==> src/include/bsc_pkg.sv <==
package bsc_pkg;
    // Register byte offsets
    localparam logic [7:0] CTRL_OFS   = 8'h00;
    localparam logic [7:0] MODE_OFS   = 8'h04;
    localparam logic [7:0] WORD_OFS   = 8'h08;
    localparam logic [7:0] CMD_OFS    = 8'h0C;
    localparam logic [7:0] STATUS_OFS = 8'h10;
    localparam logic [7:0] ADC_OFS    = 8'h14;
    // Control register fields
    localparam int CTRL_LOC_KEY   = 0;
    localparam int CTRL_REM_KEY   = 1;
    localparam int CTRL_HS_SEL    = 2;
    localparam int CTRL_LIM_SEL   = 3;
    localparam int CTRL_LSD_OK    = 4;
    localparam int CTRL_ROLE_CC   = 5;
    localparam int CTRL_FSL_LVL   = 6;
    localparam int CTRL_CAR_SW    = 7;
    localparam int CTRL_WALSH_LO  = 8;
    localparam int CTRL_FORCE_MUT = 10;
    localparam int CTRL_W         = 11;
    localparam logic [CTRL_W-1:0] CTRL_RST = 11'h000;
    // Mode register fields
    localparam int MODE_CUR_LO = 0;
    localparam int MODE_CAR_LO = 2;
    localparam int MODE_FB_LO  = 4;
    localparam logic [1:0] MODE_RST = 2'h0;
    // Loader command fields
    localparam int CMD_START  = 0;
    localparam int CMD_LEN_LO = 8;
    localparam int CMD_LEN_W  = 6;
    // Status register fields
    localparam int ST_UNSQ     = 0;
    localparam int ST_PA_FAIL  = 1;
    localparam int ST_REM_AUD  = 2;
    localparam int ST_LOCK     = 3;
    localparam int ST_FSL_IN   = 4;
    localparam int ST_BUSY     = 5;
    localparam int ST_DONE     = 6;
    localparam int ST_LD_FAIL  = 7;
    localparam int ST_LOCK_LOS = 8;
    localparam int ST_CC_FAIL  = 9;
    // Loader timing
    localparam int CLK_HZ       = 50_000_000;
    localparam int LOAD_BAUD    = 2400;
    localparam int HALF_BIT_CYC = CLK_HZ / (2 * LOAD_BAUD);

    // Station status pins, raw from the radio
    typedef struct packed {
        logic receiver_unsquelch_in;
        logic power_amp_failure_in;
        logic remote_audio_present_n;
        logic freq_lock_in;
    } bsc_station_in_t;

    // Loader pins toward the synthesizer
    typedef struct packed {
        logic freq_loader_enable;
        logic freq_loader_clk;
        logic freq_loader_data;
    } bsc_loader_out_t;
endpackage : bsc_pkg

==> src/core/bsc_station_io.sv <==
// The APB interface to the registers and the register offsets were left to the implementer.
`timescale 1ns/100ps
// Operation
// - Local keyup low keys transmitter with local receiver audio as source.
// - Remote keyup low keys transmitter with remote audio as source.
// - Modulation select high routes high-speed data, low routes low-speed data and voice.
// - Limiter select high gives high time constant, low gives low one.
// - Receiver mute low blocks receiver audio to transmitter and line output.
// - Mute during high-speed transmit, without carrier, or without valid low-speed data.
// - Two low-speed outputs form a two-bit Walsh level generator.
// - Loader data changes so the synthesizer samples on the clock falling edge.
// - Loader clock and data run at about 2.4 kbit/s.
// - Loader clock and data only move while load enable is high.
// - After a load, lock input high confirms success.
// - Lock is watched continuously; losing it is a failure. The code flags lock loss only while the loader is idle.
// - Power-amp failure input high means a failed amplifier.
// - Floating power-amp failure line reads as failure through its pull-up.
// - Remote-audio flag low means tone or signalling from the dispatch link.
// - Frame-sync line driven as control channel, sampled as working channel.
// - Monitor input is digitised to eight bits.
// - Mode changes only on control-channel failure or configuration command.
// - Control-channel unit may also change mode on carrier detection.
module bsc_station_io #(
    parameter int HALF_BIT = bsc_pkg::HALF_BIT_CYC,
    parameter int WORD_W   = 32
) (
    // Clock and reset
    input  wire logic                     I_CLK,
    input  wire logic                     I_RST_N,
    // APB slave
    input  wire logic                     I_PSEL,
    input  wire logic                     I_PENABLE,
    input  wire logic                     I_PWRITE,
    input  wire logic [7:0]               I_PADDR,
    input  wire logic [31:0]              I_PWDATA,
    output logic [31:0]                   O_PRDATA,
    output logic                          O_PREADY,
    output logic                          O_PSLVERR,
    // Station inputs
    input  wire bsc_pkg::bsc_station_in_t I_STATION,
    input  wire logic [7:0]               I_MONITOR_ADC_CODE,
    // Station outputs
    output logic                          O_LOCAL_KEYUP_N,
    output logic                          O_REMOTE_KEYUP_N,
    output logic                          O_HIGH_SPEED_DATA_SEL,
    output logic                          O_LIMITER_TIME_CONSTANT_SEL,
    output logic                          O_RECEIVER_AUDIO_MUTE_N,
    output logic [1:0]                    O_WALSH_LEVEL,
    output bsc_pkg::bsc_loader_out_t      O_LOADER,
    output logic [1:0]                    O_MODE,
    // Frame-sync line, open drain
    input  wire logic                     I_FRAME_SYNC_LINE,
    output logic                          O_FRAME_SYNC_LINE,
    output logic                          O_FRAME_SYNC_LINE_OE
);
    import bsc_pkg::*;

    typedef enum logic [2:0] {LD_IDLE, LD_SETUP, LD_LOW, LD_HIGH, LD_HOLD, LD_CHECK} bsc_ld_state_t;

    bsc_station_in_t      st_meta_reg;
    bsc_station_in_t      st_reg;
    logic                 fsl_meta_reg;
    logic                 fsl_reg;
    logic [7:0]           adc_meta_reg;
    logic [7:0]           adc_reg;
    logic [CTRL_W-1:0]    ctrl_reg;
    logic [1:0]           mode_reg;
    logic [1:0]           car_mode_reg;
    logic [1:0]           fb_mode_reg;
    logic [WORD_W-1:0]    word_reg;
    logic [WORD_W-1:0]    shift_reg;
    logic [CMD_LEN_W-1:0] bits_left_reg;
    logic [15:0]          tmr_reg;
    bsc_ld_state_t        ld_state_reg;
    logic                 en_reg;
    logic                 sclk_reg;
    logic                 sdata_reg;
    logic                 done_reg;
    logic                 ld_fail_reg;
    logic                 lock_lost_reg;
    logic                 cc_fail_reg;
    logic                 lock_prev_reg;
    logic                 pa_prev_reg;
    logic                 unsq_prev_reg;
    logic                 mute_n_reg;
    logic                 wr;
    logic                 rd;
    logic                 mapped;
    logic                 tmr_zero;
    logic                 start;
    logic                 check_end;
    logic                 lock_loss_ev;
    logic                 cc_fail_ev;
    logic                 carrier_ev;
    logic                 cfg_cmd;
    logic                 transmit;
    logic                 mute_cond;
    logic [31:0]          status_word;

    // Synchronisers for every pin input
    always_ff @(posedge I_CLK) begin
        if (!I_RST_N) begin
            st_meta_reg  <= '0;
            st_reg       <= '0;
            fsl_meta_reg <= 1'b1;
            fsl_reg      <= 1'b1;
            adc_meta_reg <= 8'h00;
            adc_reg      <= 8'h00;
        end else begin
            st_meta_reg  <= I_STATION;
            st_reg       <= st_meta_reg;
            fsl_meta_reg <= I_FRAME_SYNC_LINE;
            fsl_reg      <= fsl_meta_reg;
            adc_meta_reg <= I_MONITOR_ADC_CODE;
            adc_reg      <= adc_meta_reg;
        end
    end

    // APB decode; zero wait states, so pready stays high
    assign wr       = I_PSEL && I_PENABLE && I_PWRITE;
    assign rd       = I_PSEL && I_PENABLE && !I_PWRITE;
    assign mapped   = (I_PADDR == CTRL_OFS) || (I_PADDR == MODE_OFS) || (I_PADDR == WORD_OFS)
                   || (I_PADDR == CMD_OFS) || (I_PADDR == STATUS_OFS) || (I_PADDR == ADC_OFS);
    assign O_PREADY  = 1'b1;
    assign O_PSLVERR = I_PSEL && I_PENABLE && !mapped;

    // Status view of pins and loader
    always_comb begin
        status_word              = 32'h0000_0000;
        status_word[ST_UNSQ]     = st_reg.receiver_unsquelch_in;
        status_word[ST_PA_FAIL]  = st_reg.power_amp_failure_in;
        status_word[ST_REM_AUD]  = !st_reg.remote_audio_present_n;
        status_word[ST_LOCK]     = st_reg.freq_lock_in;
        status_word[ST_FSL_IN]   = fsl_reg;
        status_word[ST_BUSY]     = (ld_state_reg != LD_IDLE);
        status_word[ST_DONE]     = done_reg;
        status_word[ST_LD_FAIL]  = ld_fail_reg;
        status_word[ST_LOCK_LOS] = lock_lost_reg;
        status_word[ST_CC_FAIL]  = cc_fail_reg;
    end

    // Registered read data; unmapped reads give zero
    always_ff @(posedge I_CLK) begin
        if (!I_RST_N) begin
            O_PRDATA <= 32'h0000_0000;
        end else if (I_PSEL && !I_PENABLE && !I_PWRITE) begin
            unique case (I_PADDR)
                CTRL_OFS:   O_PRDATA <= {21'h0, ctrl_reg};
                MODE_OFS:   O_PRDATA <= {26'h0, fb_mode_reg, car_mode_reg, mode_reg};
                WORD_OFS:   O_PRDATA <= word_reg;
                STATUS_OFS: O_PRDATA <= status_word;
                ADC_OFS:    O_PRDATA <= {24'h000000, adc_reg};
                default:    O_PRDATA <= 32'h0000_0000;
            endcase
        end
    end

    // Control and loader word registers
    always_ff @(posedge I_CLK) begin
        if (!I_RST_N) begin
            ctrl_reg <= CTRL_RST;
            word_reg <= '0;
        end else if (wr) begin
            if (I_PADDR == CTRL_OFS)
                ctrl_reg <= I_PWDATA[CTRL_W-1:0];
            if (I_PADDR == WORD_OFS)
                word_reg <= I_PWDATA[WORD_W-1:0];
        end
    end

    // Station outputs straight from control bits
    always_ff @(posedge I_CLK) begin
        if (!I_RST_N) begin
            O_LOCAL_KEYUP_N             <= 1'b1;
            O_REMOTE_KEYUP_N            <= 1'b1;
            O_HIGH_SPEED_DATA_SEL       <= 1'b0;
            O_LIMITER_TIME_CONSTANT_SEL <= 1'b0;
            O_WALSH_LEVEL               <= 2'h0;
        end else begin
            O_LOCAL_KEYUP_N             <= !ctrl_reg[CTRL_LOC_KEY];
            O_REMOTE_KEYUP_N            <= !ctrl_reg[CTRL_REM_KEY];
            O_HIGH_SPEED_DATA_SEL       <= ctrl_reg[CTRL_HS_SEL];
            O_LIMITER_TIME_CONSTANT_SEL <= ctrl_reg[CTRL_LIM_SEL];
            O_WALSH_LEVEL               <= ctrl_reg[CTRL_WALSH_LO +: 2];
        end
    end

    // Mute whenever any audio source is untrustworthy
    assign transmit  = ctrl_reg[CTRL_LOC_KEY] || ctrl_reg[CTRL_REM_KEY];
    assign mute_cond = (transmit && ctrl_reg[CTRL_HS_SEL]) || !st_reg.receiver_unsquelch_in
                    || !ctrl_reg[CTRL_LSD_OK] || ctrl_reg[CTRL_FORCE_MUT];
    always_ff @(posedge I_CLK) begin
        if (!I_RST_N)
            mute_n_reg <= 1'b0;
        else
            mute_n_reg <= !mute_cond;
    end
    assign O_RECEIVER_AUDIO_MUTE_N = mute_n_reg;

    // Frame sync: drive only as control channel, release otherwise
    always_ff @(posedge I_CLK) begin
        if (!I_RST_N) begin
            O_FRAME_SYNC_LINE    <= 1'b0;
            O_FRAME_SYNC_LINE_OE <= 1'b1;
        end else begin
            O_FRAME_SYNC_LINE    <= 1'b0;
            O_FRAME_SYNC_LINE_OE <= !(ctrl_reg[CTRL_ROLE_CC] && !ctrl_reg[CTRL_FSL_LVL]);
        end
    end

    // Loader sequencer
    assign tmr_zero  = (tmr_reg == 16'h0000);
    assign start     = wr && (I_PADDR == CMD_OFS) && I_PWDATA[CMD_START];
    assign check_end = (ld_state_reg == LD_CHECK) && tmr_zero;
    always_ff @(posedge I_CLK) begin
        if (!I_RST_N) begin
            ld_state_reg  <= LD_IDLE;
            tmr_reg       <= 16'h0000;
            en_reg        <= 1'b0;
            sclk_reg      <= 1'b0;
            sdata_reg     <= 1'b0;
            shift_reg     <= '0;
            bits_left_reg <= '0;
        end else begin
            if (!tmr_zero)
                tmr_reg <= tmr_reg - 16'h0001;
            unique case (ld_state_reg)
                LD_IDLE: begin
                    if (start && (I_PWDATA[CMD_LEN_LO +: CMD_LEN_W] != '0)) begin
                        en_reg        <= 1'b1;
                        shift_reg     <= word_reg;
                        bits_left_reg <= I_PWDATA[CMD_LEN_LO +: CMD_LEN_W];
                        tmr_reg       <= 16'(HALF_BIT - 1);
                        ld_state_reg  <= LD_SETUP;
                    end
                end
                LD_SETUP, LD_LOW: begin
                    if (tmr_zero) begin
                        // New bit placed at the rising edge, stable through the high half
                        sclk_reg      <= 1'b1;
                        sdata_reg     <= shift_reg[0];
                        shift_reg     <= shift_reg >> 1;
                        bits_left_reg <= bits_left_reg - 1'b1;
                        tmr_reg       <= 16'(HALF_BIT - 1);
                        ld_state_reg  <= LD_HIGH;
                    end
                end
                LD_HIGH: begin
                    if (tmr_zero) begin
                        sclk_reg     <= 1'b0;
                        tmr_reg      <= 16'(HALF_BIT - 1);
                        ld_state_reg <= (bits_left_reg == '0) ? LD_HOLD : LD_LOW;
                    end
                end
                LD_HOLD: begin
                    if (tmr_zero) begin
                        en_reg       <= 1'b0;
                        sdata_reg    <= 1'b0;
                        tmr_reg      <= 16'(HALF_BIT - 1);
                        ld_state_reg <= LD_CHECK;
                    end
                end
                LD_CHECK: begin
                    if (tmr_zero)
                        ld_state_reg <= LD_IDLE;
                end
            endcase
        end
    end
    assign O_LOADER.freq_loader_enable = en_reg;
    assign O_LOADER.freq_loader_clk    = sclk_reg;
    assign O_LOADER.freq_loader_data   = sdata_reg;

    // Lock watch outside loads; a reload may briefly unlock the loop
    assign lock_loss_ev = lock_prev_reg && !st_reg.freq_lock_in && (ld_state_reg == LD_IDLE);
    assign cc_fail_ev   = ctrl_reg[CTRL_ROLE_CC]
                       && (lock_loss_ev || (st_reg.power_amp_failure_in && !pa_prev_reg));
    assign carrier_ev   = ctrl_reg[CTRL_ROLE_CC] && ctrl_reg[CTRL_CAR_SW]
                       && st_reg.receiver_unsquelch_in && !unsq_prev_reg;
    always_ff @(posedge I_CLK) begin
        if (!I_RST_N) begin
            lock_prev_reg <= 1'b0;
            pa_prev_reg   <= 1'b1;
            unsq_prev_reg <= 1'b0;
        end else begin
            lock_prev_reg <= st_reg.freq_lock_in;
            pa_prev_reg   <= st_reg.power_amp_failure_in;
            unsq_prev_reg <= st_reg.receiver_unsquelch_in;
        end
    end

    // Sticky flags, write one to clear; a new event beats the clear
    always_ff @(posedge I_CLK) begin
        if (!I_RST_N) begin
            done_reg      <= 1'b0;
            ld_fail_reg   <= 1'b0;
            lock_lost_reg <= 1'b0;
            cc_fail_reg   <= 1'b0;
        end else begin
            done_reg      <= (check_end && st_reg.freq_lock_in)
                          || (done_reg && !(wr && I_PADDR == STATUS_OFS && I_PWDATA[ST_DONE]));
            ld_fail_reg   <= (check_end && !st_reg.freq_lock_in)
                          || (ld_fail_reg && !(wr && I_PADDR == STATUS_OFS && I_PWDATA[ST_LD_FAIL]));
            lock_lost_reg <= lock_loss_ev
                          || (lock_lost_reg && !(wr && I_PADDR == STATUS_OFS && I_PWDATA[ST_LOCK_LOS]));
            cc_fail_reg   <= cc_fail_ev
                          || (cc_fail_reg && !(wr && I_PADDR == STATUS_OFS && I_PWDATA[ST_CC_FAIL]));
        end
    end

    // Operating mode; failure outranks carrier, both outrank software
    assign cfg_cmd = wr && (I_PADDR == MODE_OFS);
    always_ff @(posedge I_CLK) begin
        if (!I_RST_N) begin
            mode_reg     <= MODE_RST;
            car_mode_reg <= MODE_RST;
            fb_mode_reg  <= MODE_RST;
        end else begin
            if (cfg_cmd) begin
                car_mode_reg <= I_PWDATA[MODE_CAR_LO +: 2];
                fb_mode_reg  <= I_PWDATA[MODE_FB_LO +: 2];
            end
            if (cc_fail_ev)
                mode_reg <= fb_mode_reg;
            else if (carrier_ev)
                mode_reg <= car_mode_reg;
            else if (cfg_cmd)
                mode_reg <= I_PWDATA[MODE_CUR_LO +: 2];
        end
    end
    assign O_MODE = mode_reg;
endmodule : bsc_station_io

==> config.mk <==
export PLATFORM = sky130hd
export DESIGN_NAME = bsc_station_io
export DESIGN_NICKNAME = d
export VERILOG_FILES = /design/src/include/bsc_pkg.sv /design/src/core/bsc_station_io.sv
export SDC_FILE = /design/constraint.sdc
export NUM_CORES = 1
export LEC_CHECK = 0
export BUFFER_PORTS_ARGS = -buffer_cell sky130_fd_sc_hd__buf_4
export CELL_PAD_IN_SITES_DETAIL_PLACEMENT = 0
export CELL_PAD_IN_SITES_GLOBAL_PLACEMENT = 2
export CORE_MARGIN = 5
export CORE_UTILIZATION = 35
export DETAILED_ROUTE_END_ITERATION = 7
export PLACE_DENSITY_LB_ADDON = 0.1
export SETUP_SLACK_MARGIN = 0.02
export SYNTH_ARGS = -nofsm -noshare
export SYNTH_HDL_FRONTEND = slang
export SYNTH_SLANG_ARGS = --single-unit
==> constraint.sdc <==
create_clock -name I_CLK -period 2.6 [get_ports I_CLK]
set_input_delay 0.26 -clock I_CLK [delete_from_list [all_inputs] [get_ports I_CLK]]
set_output_delay 0.26 -clock I_CLK [all_outputs]
set_load 0.05 [all_outputs]
==> reports/results.ini <==
[run_status]
status=complete, no violations

[clock_tree]
htree_num_levels=4
tritoncts_sinks=182
cts.clk_slew.worst_paths_ns=0.08
cts.repair_timing.setup_buffer_count=0
max-clock-path-buffers=2
clk-insertion-delay-late_ns=0.43
total_cts_buffers=17
cts-root-buf=sky130_fd_sc_hd__clkbuf_16
tritoncts_clock_tree=built

[floorplan]
die_x_um=158
rows=54
placeableCoreArea_um2=21700
die_y_um=158
pin_count=106
start_util_pct=35.2
dieArea_um2=24900

[sta]
transition_time_at_the_pin_with_the_least_slew_margin_ns=0.675
total_negative_slack_ns=0
unrepaired_setup_endpoints_after_global_routing=false
final.setup.worst_slack_ns=0.240
maxSlewViolCount=0
slew_headroom_pct=54.9
clock_skew_ns=0.0108
final_period_minus_worst_setup_slack_ns=2.36
final-setup-viol-count=0
layout_worst_path_cycle_share_pct=90.8
fmax_mhz=424
finalHoldViolCount=0

[grt]
grt_start_max_net_pins=38
track_usage_pct=17.6
antenna_violations_before_repair=0
first_pass_grt_wire_length_um=35000
grt_overflow=0
via_count_of_the_first_global_routing_pass=6388

[logic_synthesis]
async_reset_ff_share_pct=0
netlist.area_leader.share_pct=47.7
avgSynthCellArea_um2=8.76
syn-instance-count=872
ys.flop_type=sky130_fd_sc_hd__dfxtp_1
yosysSeqAreaShare_pct=47.7
ranking_of_synthesized_cells_by_instance_count=sky130_fd_sc_hd__dfxtp_1 (182), sky130_fd_sc_hd__nand2_1 (162), sky130_fd_sc_hd__a21oi_1 (63), sky130_fd_sc_hd__nor2_1 (61), sky130_fd_sc_hd__nor3_1 (40)
yosysWarnings=0
synth-edff-count=0
synth_area_leader_cell=sky130_fd_sc_hd__dfxtp_1
postSynthNetCount=934
syn-cell-area_um2=7640
netlist-cell-type-count=64
synth.ff_latch_count=182
synth_most_common_cell=sky130_fd_sc_hd__dfxtp_1
post_synth_main_area_contributors=sky130_fd_sc_hd__dfxtp_1 (48%), sky130_fd_sc_hd__nand2_1 (8.0%), sky130_fd_sc_hd__a21oi_1 (4.1%)

[placed_design]
place_worst_setup_slack_ns=0.183
port_buffers=103
dpl_cell_area_um2=8630
place.detailed.hpwl_um=15000
globalplace.congestion=0.844

[route]
detail_route.first_pass.iterations=5
wire_per_inst_um=17.2
dr_total_vias=6520
wirelength_um=21400
detail_route.iter0.violations=487
drc_errors=0
route.detailed.vias_per_inst=5.23
detail_route_antenna_nets=0

[final_layout]
post_route_cells_drive_above_1_share_pct=20.1
flow.area_growth_from_synthesis_pct=21.4
n_fill_cell=2182
num_antenna_cells=0
finish.net_count=1015
final_design_area_no_fill_um2=9280

[power_and_ir_drop]
vdd.ir_drop.worst_v=0.000339
total_power_uw=6680
cellLeakagePower_uw=0.00335
power_density_nw_per_um2=720

[critical_path]
startpoint=tmr_reg[0]
timing.rr.start=tmr_reg[0]
cp_data_arrival_time_ns=2.69
worst-setup-path-type=flop to flop
cp_max_fo=15
endpoint_kind=flop
worst-endpoint-required_ns=2.93
worst_setup_path_start_kind=flop

[hold_path]
holdCritStartpoint=I_MONITOR_ADC_CODE[1]
hp-class=input pin to flop

[run]
max_cap_violations=0

## routing by layer
metal / GRT usage, % / routed length [µm]
met5: 0 / 0
met4: 5.41 / 330
met3: 3.39 / 867
met2: 26.4 / 9440
met1: 25.6 / 10800
## cells in the final DEF (no fill, tap or decap), types with 4 or more instances in the layout
cell / netlist / layout
sky130_fd_sc_hd__or3_1: 5 / 5
sky130_fd_sc_hd__clkbuf_16: 0 / 17
sky130_fd_sc_hd__nor4_2: 4 / 4
sky130_fd_sc_hd__a22oi_1: 25 / 25
sky130_fd_sc_hd__mux2_2: 8 / 8
sky130_fd_sc_hd__o21ai_0: 26 / 26
sky130_fd_sc_hd__inv_1: 9 / 9
sky130_fd_sc_hd__dfxtp_1: 182 / 182
sky130_fd_sc_hd__nand4_1: 9 / 9
sky130_fd_sc_hd__buf_4: 8 / 130
sky130_fd_sc_hd__mux2i_1: 20 / 20
sky130_fd_sc_hd__nand2_1: 162 / 162
sky130_fd_sc_hd__ha_1: 4 / 4
sky130_fd_sc_hd__nor2_1: 61 / 60
sky130_fd_sc_hd__xnor2_1: 4 / 4
sky130_fd_sc_hd__clkinv_8: 0 / 5
sky130_fd_sc_hd__a21oi_1: 63 / 63
sky130_fd_sc_hd__a31oi_1: 4 / 4
sky130_fd_sc_hd__nand3b_1: 6 / 6
sky130_fd_sc_hd__a221oi_1: 5 / 5
sky130_fd_sc_hd__nand3_1: 20 / 20
sky130_fd_sc_hd__nor3_1: 40 / 40
sky130_fd_sc_hd__and3_1: 4 / 4
sky130_fd_sc_hd__a311oi_1: 32 / 32
sky130_fd_sc_hd__a32o_1: 4 / 4
sky130_fd_sc_hd__xor2_1: 10 / 10
sky130_fd_sc_hd__and2_1: 35 / 35
sky130_fd_sc_hd__nand2b_1: 7 / 7
## worst max-delay path: stages (launching register included)
cell and delay [ns]:
sky130_fd_sc_hd__dfxtp_1 0.34, sky130_fd_sc_hd__inv_1 0.10, sky130_fd_sc_hd__ha_1 0.17, sky130_fd_sc_hd__nor4b_2 0.28, sky130_fd_sc_hd__and4_2 0.42, sky130_fd_sc_hd__inv_4 0.05
sky130_fd_sc_hd__nor2_4 0.33, sky130_fd_sc_hd__buf_4 0.24, sky130_fd_sc_hd__nor3_1 0.06, sky130_fd_sc_hd__a311oi_1 0.26
## cell families after synthesis
logic type | share of synthesized area, %
AO/OA/AOI/OAI | 16.0
XOR/XNOR | 1.60
adder cells (fa/ha/maj) | 0.655
buffers and inverters | 5.86
flip-flops | 47.7
multiplexers | 3.80
other | 0.0983
AND/OR/NAND/NOR | 24.3
## power breakdown
part,switching (µW),total (µW),internal [µW],leakage [µW]
sequential,113,3000,2890,0.00148
clock,1260,2740,1480,0.000310
combinational,531,936,405,0.00157
total,1900,6680,4780,0.00335
## path summary, 6_finish.rpt
path | to | slack [ns] | cells after the start
max | shift_reg[2] | 0.24 | 9
min | adc_meta_reg[1] | 0.03 | 2
max reg2reg | shift_reg[2] | 0.24 | 9
min reg2reg | fsl_reg | 0.43 | 1
## timing repair
| action | 4_1_cts | 5_1_grt |
|---|---|---|
| setup endpoints to repair | 0 | 24 |
| hold endpoints to repair | 1 | 0 |
| hold buffers | 1 | 0 |
| resized for setup | 0 | 1 |
## final cells by class
class | instances | area, µm² | share of cell area (%)
clock buffers | 17 | 425 | 4.58
repair buffers | 134 | 1050 | 11.3
clock inverters | 15 | 216 | 2.33
well taps | 280 | 350 | 3.77
multi-input cells | 607 | 3550 | 38.3
inverters | 11 | 45.0 | 0.485
flip-flops and latches | 182 | 3640 | 39.3
## through the flow
stage	utilization (%)	instances	hold WS, ns
2_1_floorplan	-	872	0.361
3_3_place_gp	39.8	1213	0.397
3_5_place_dp	39.8	1213	0.407
4_1_cts	42.8	1246	0.00631
5_1_grt	42.8	1246	0.0145
6_report	42.8	1246	0.0259
(Power assumes the default switching activity.)
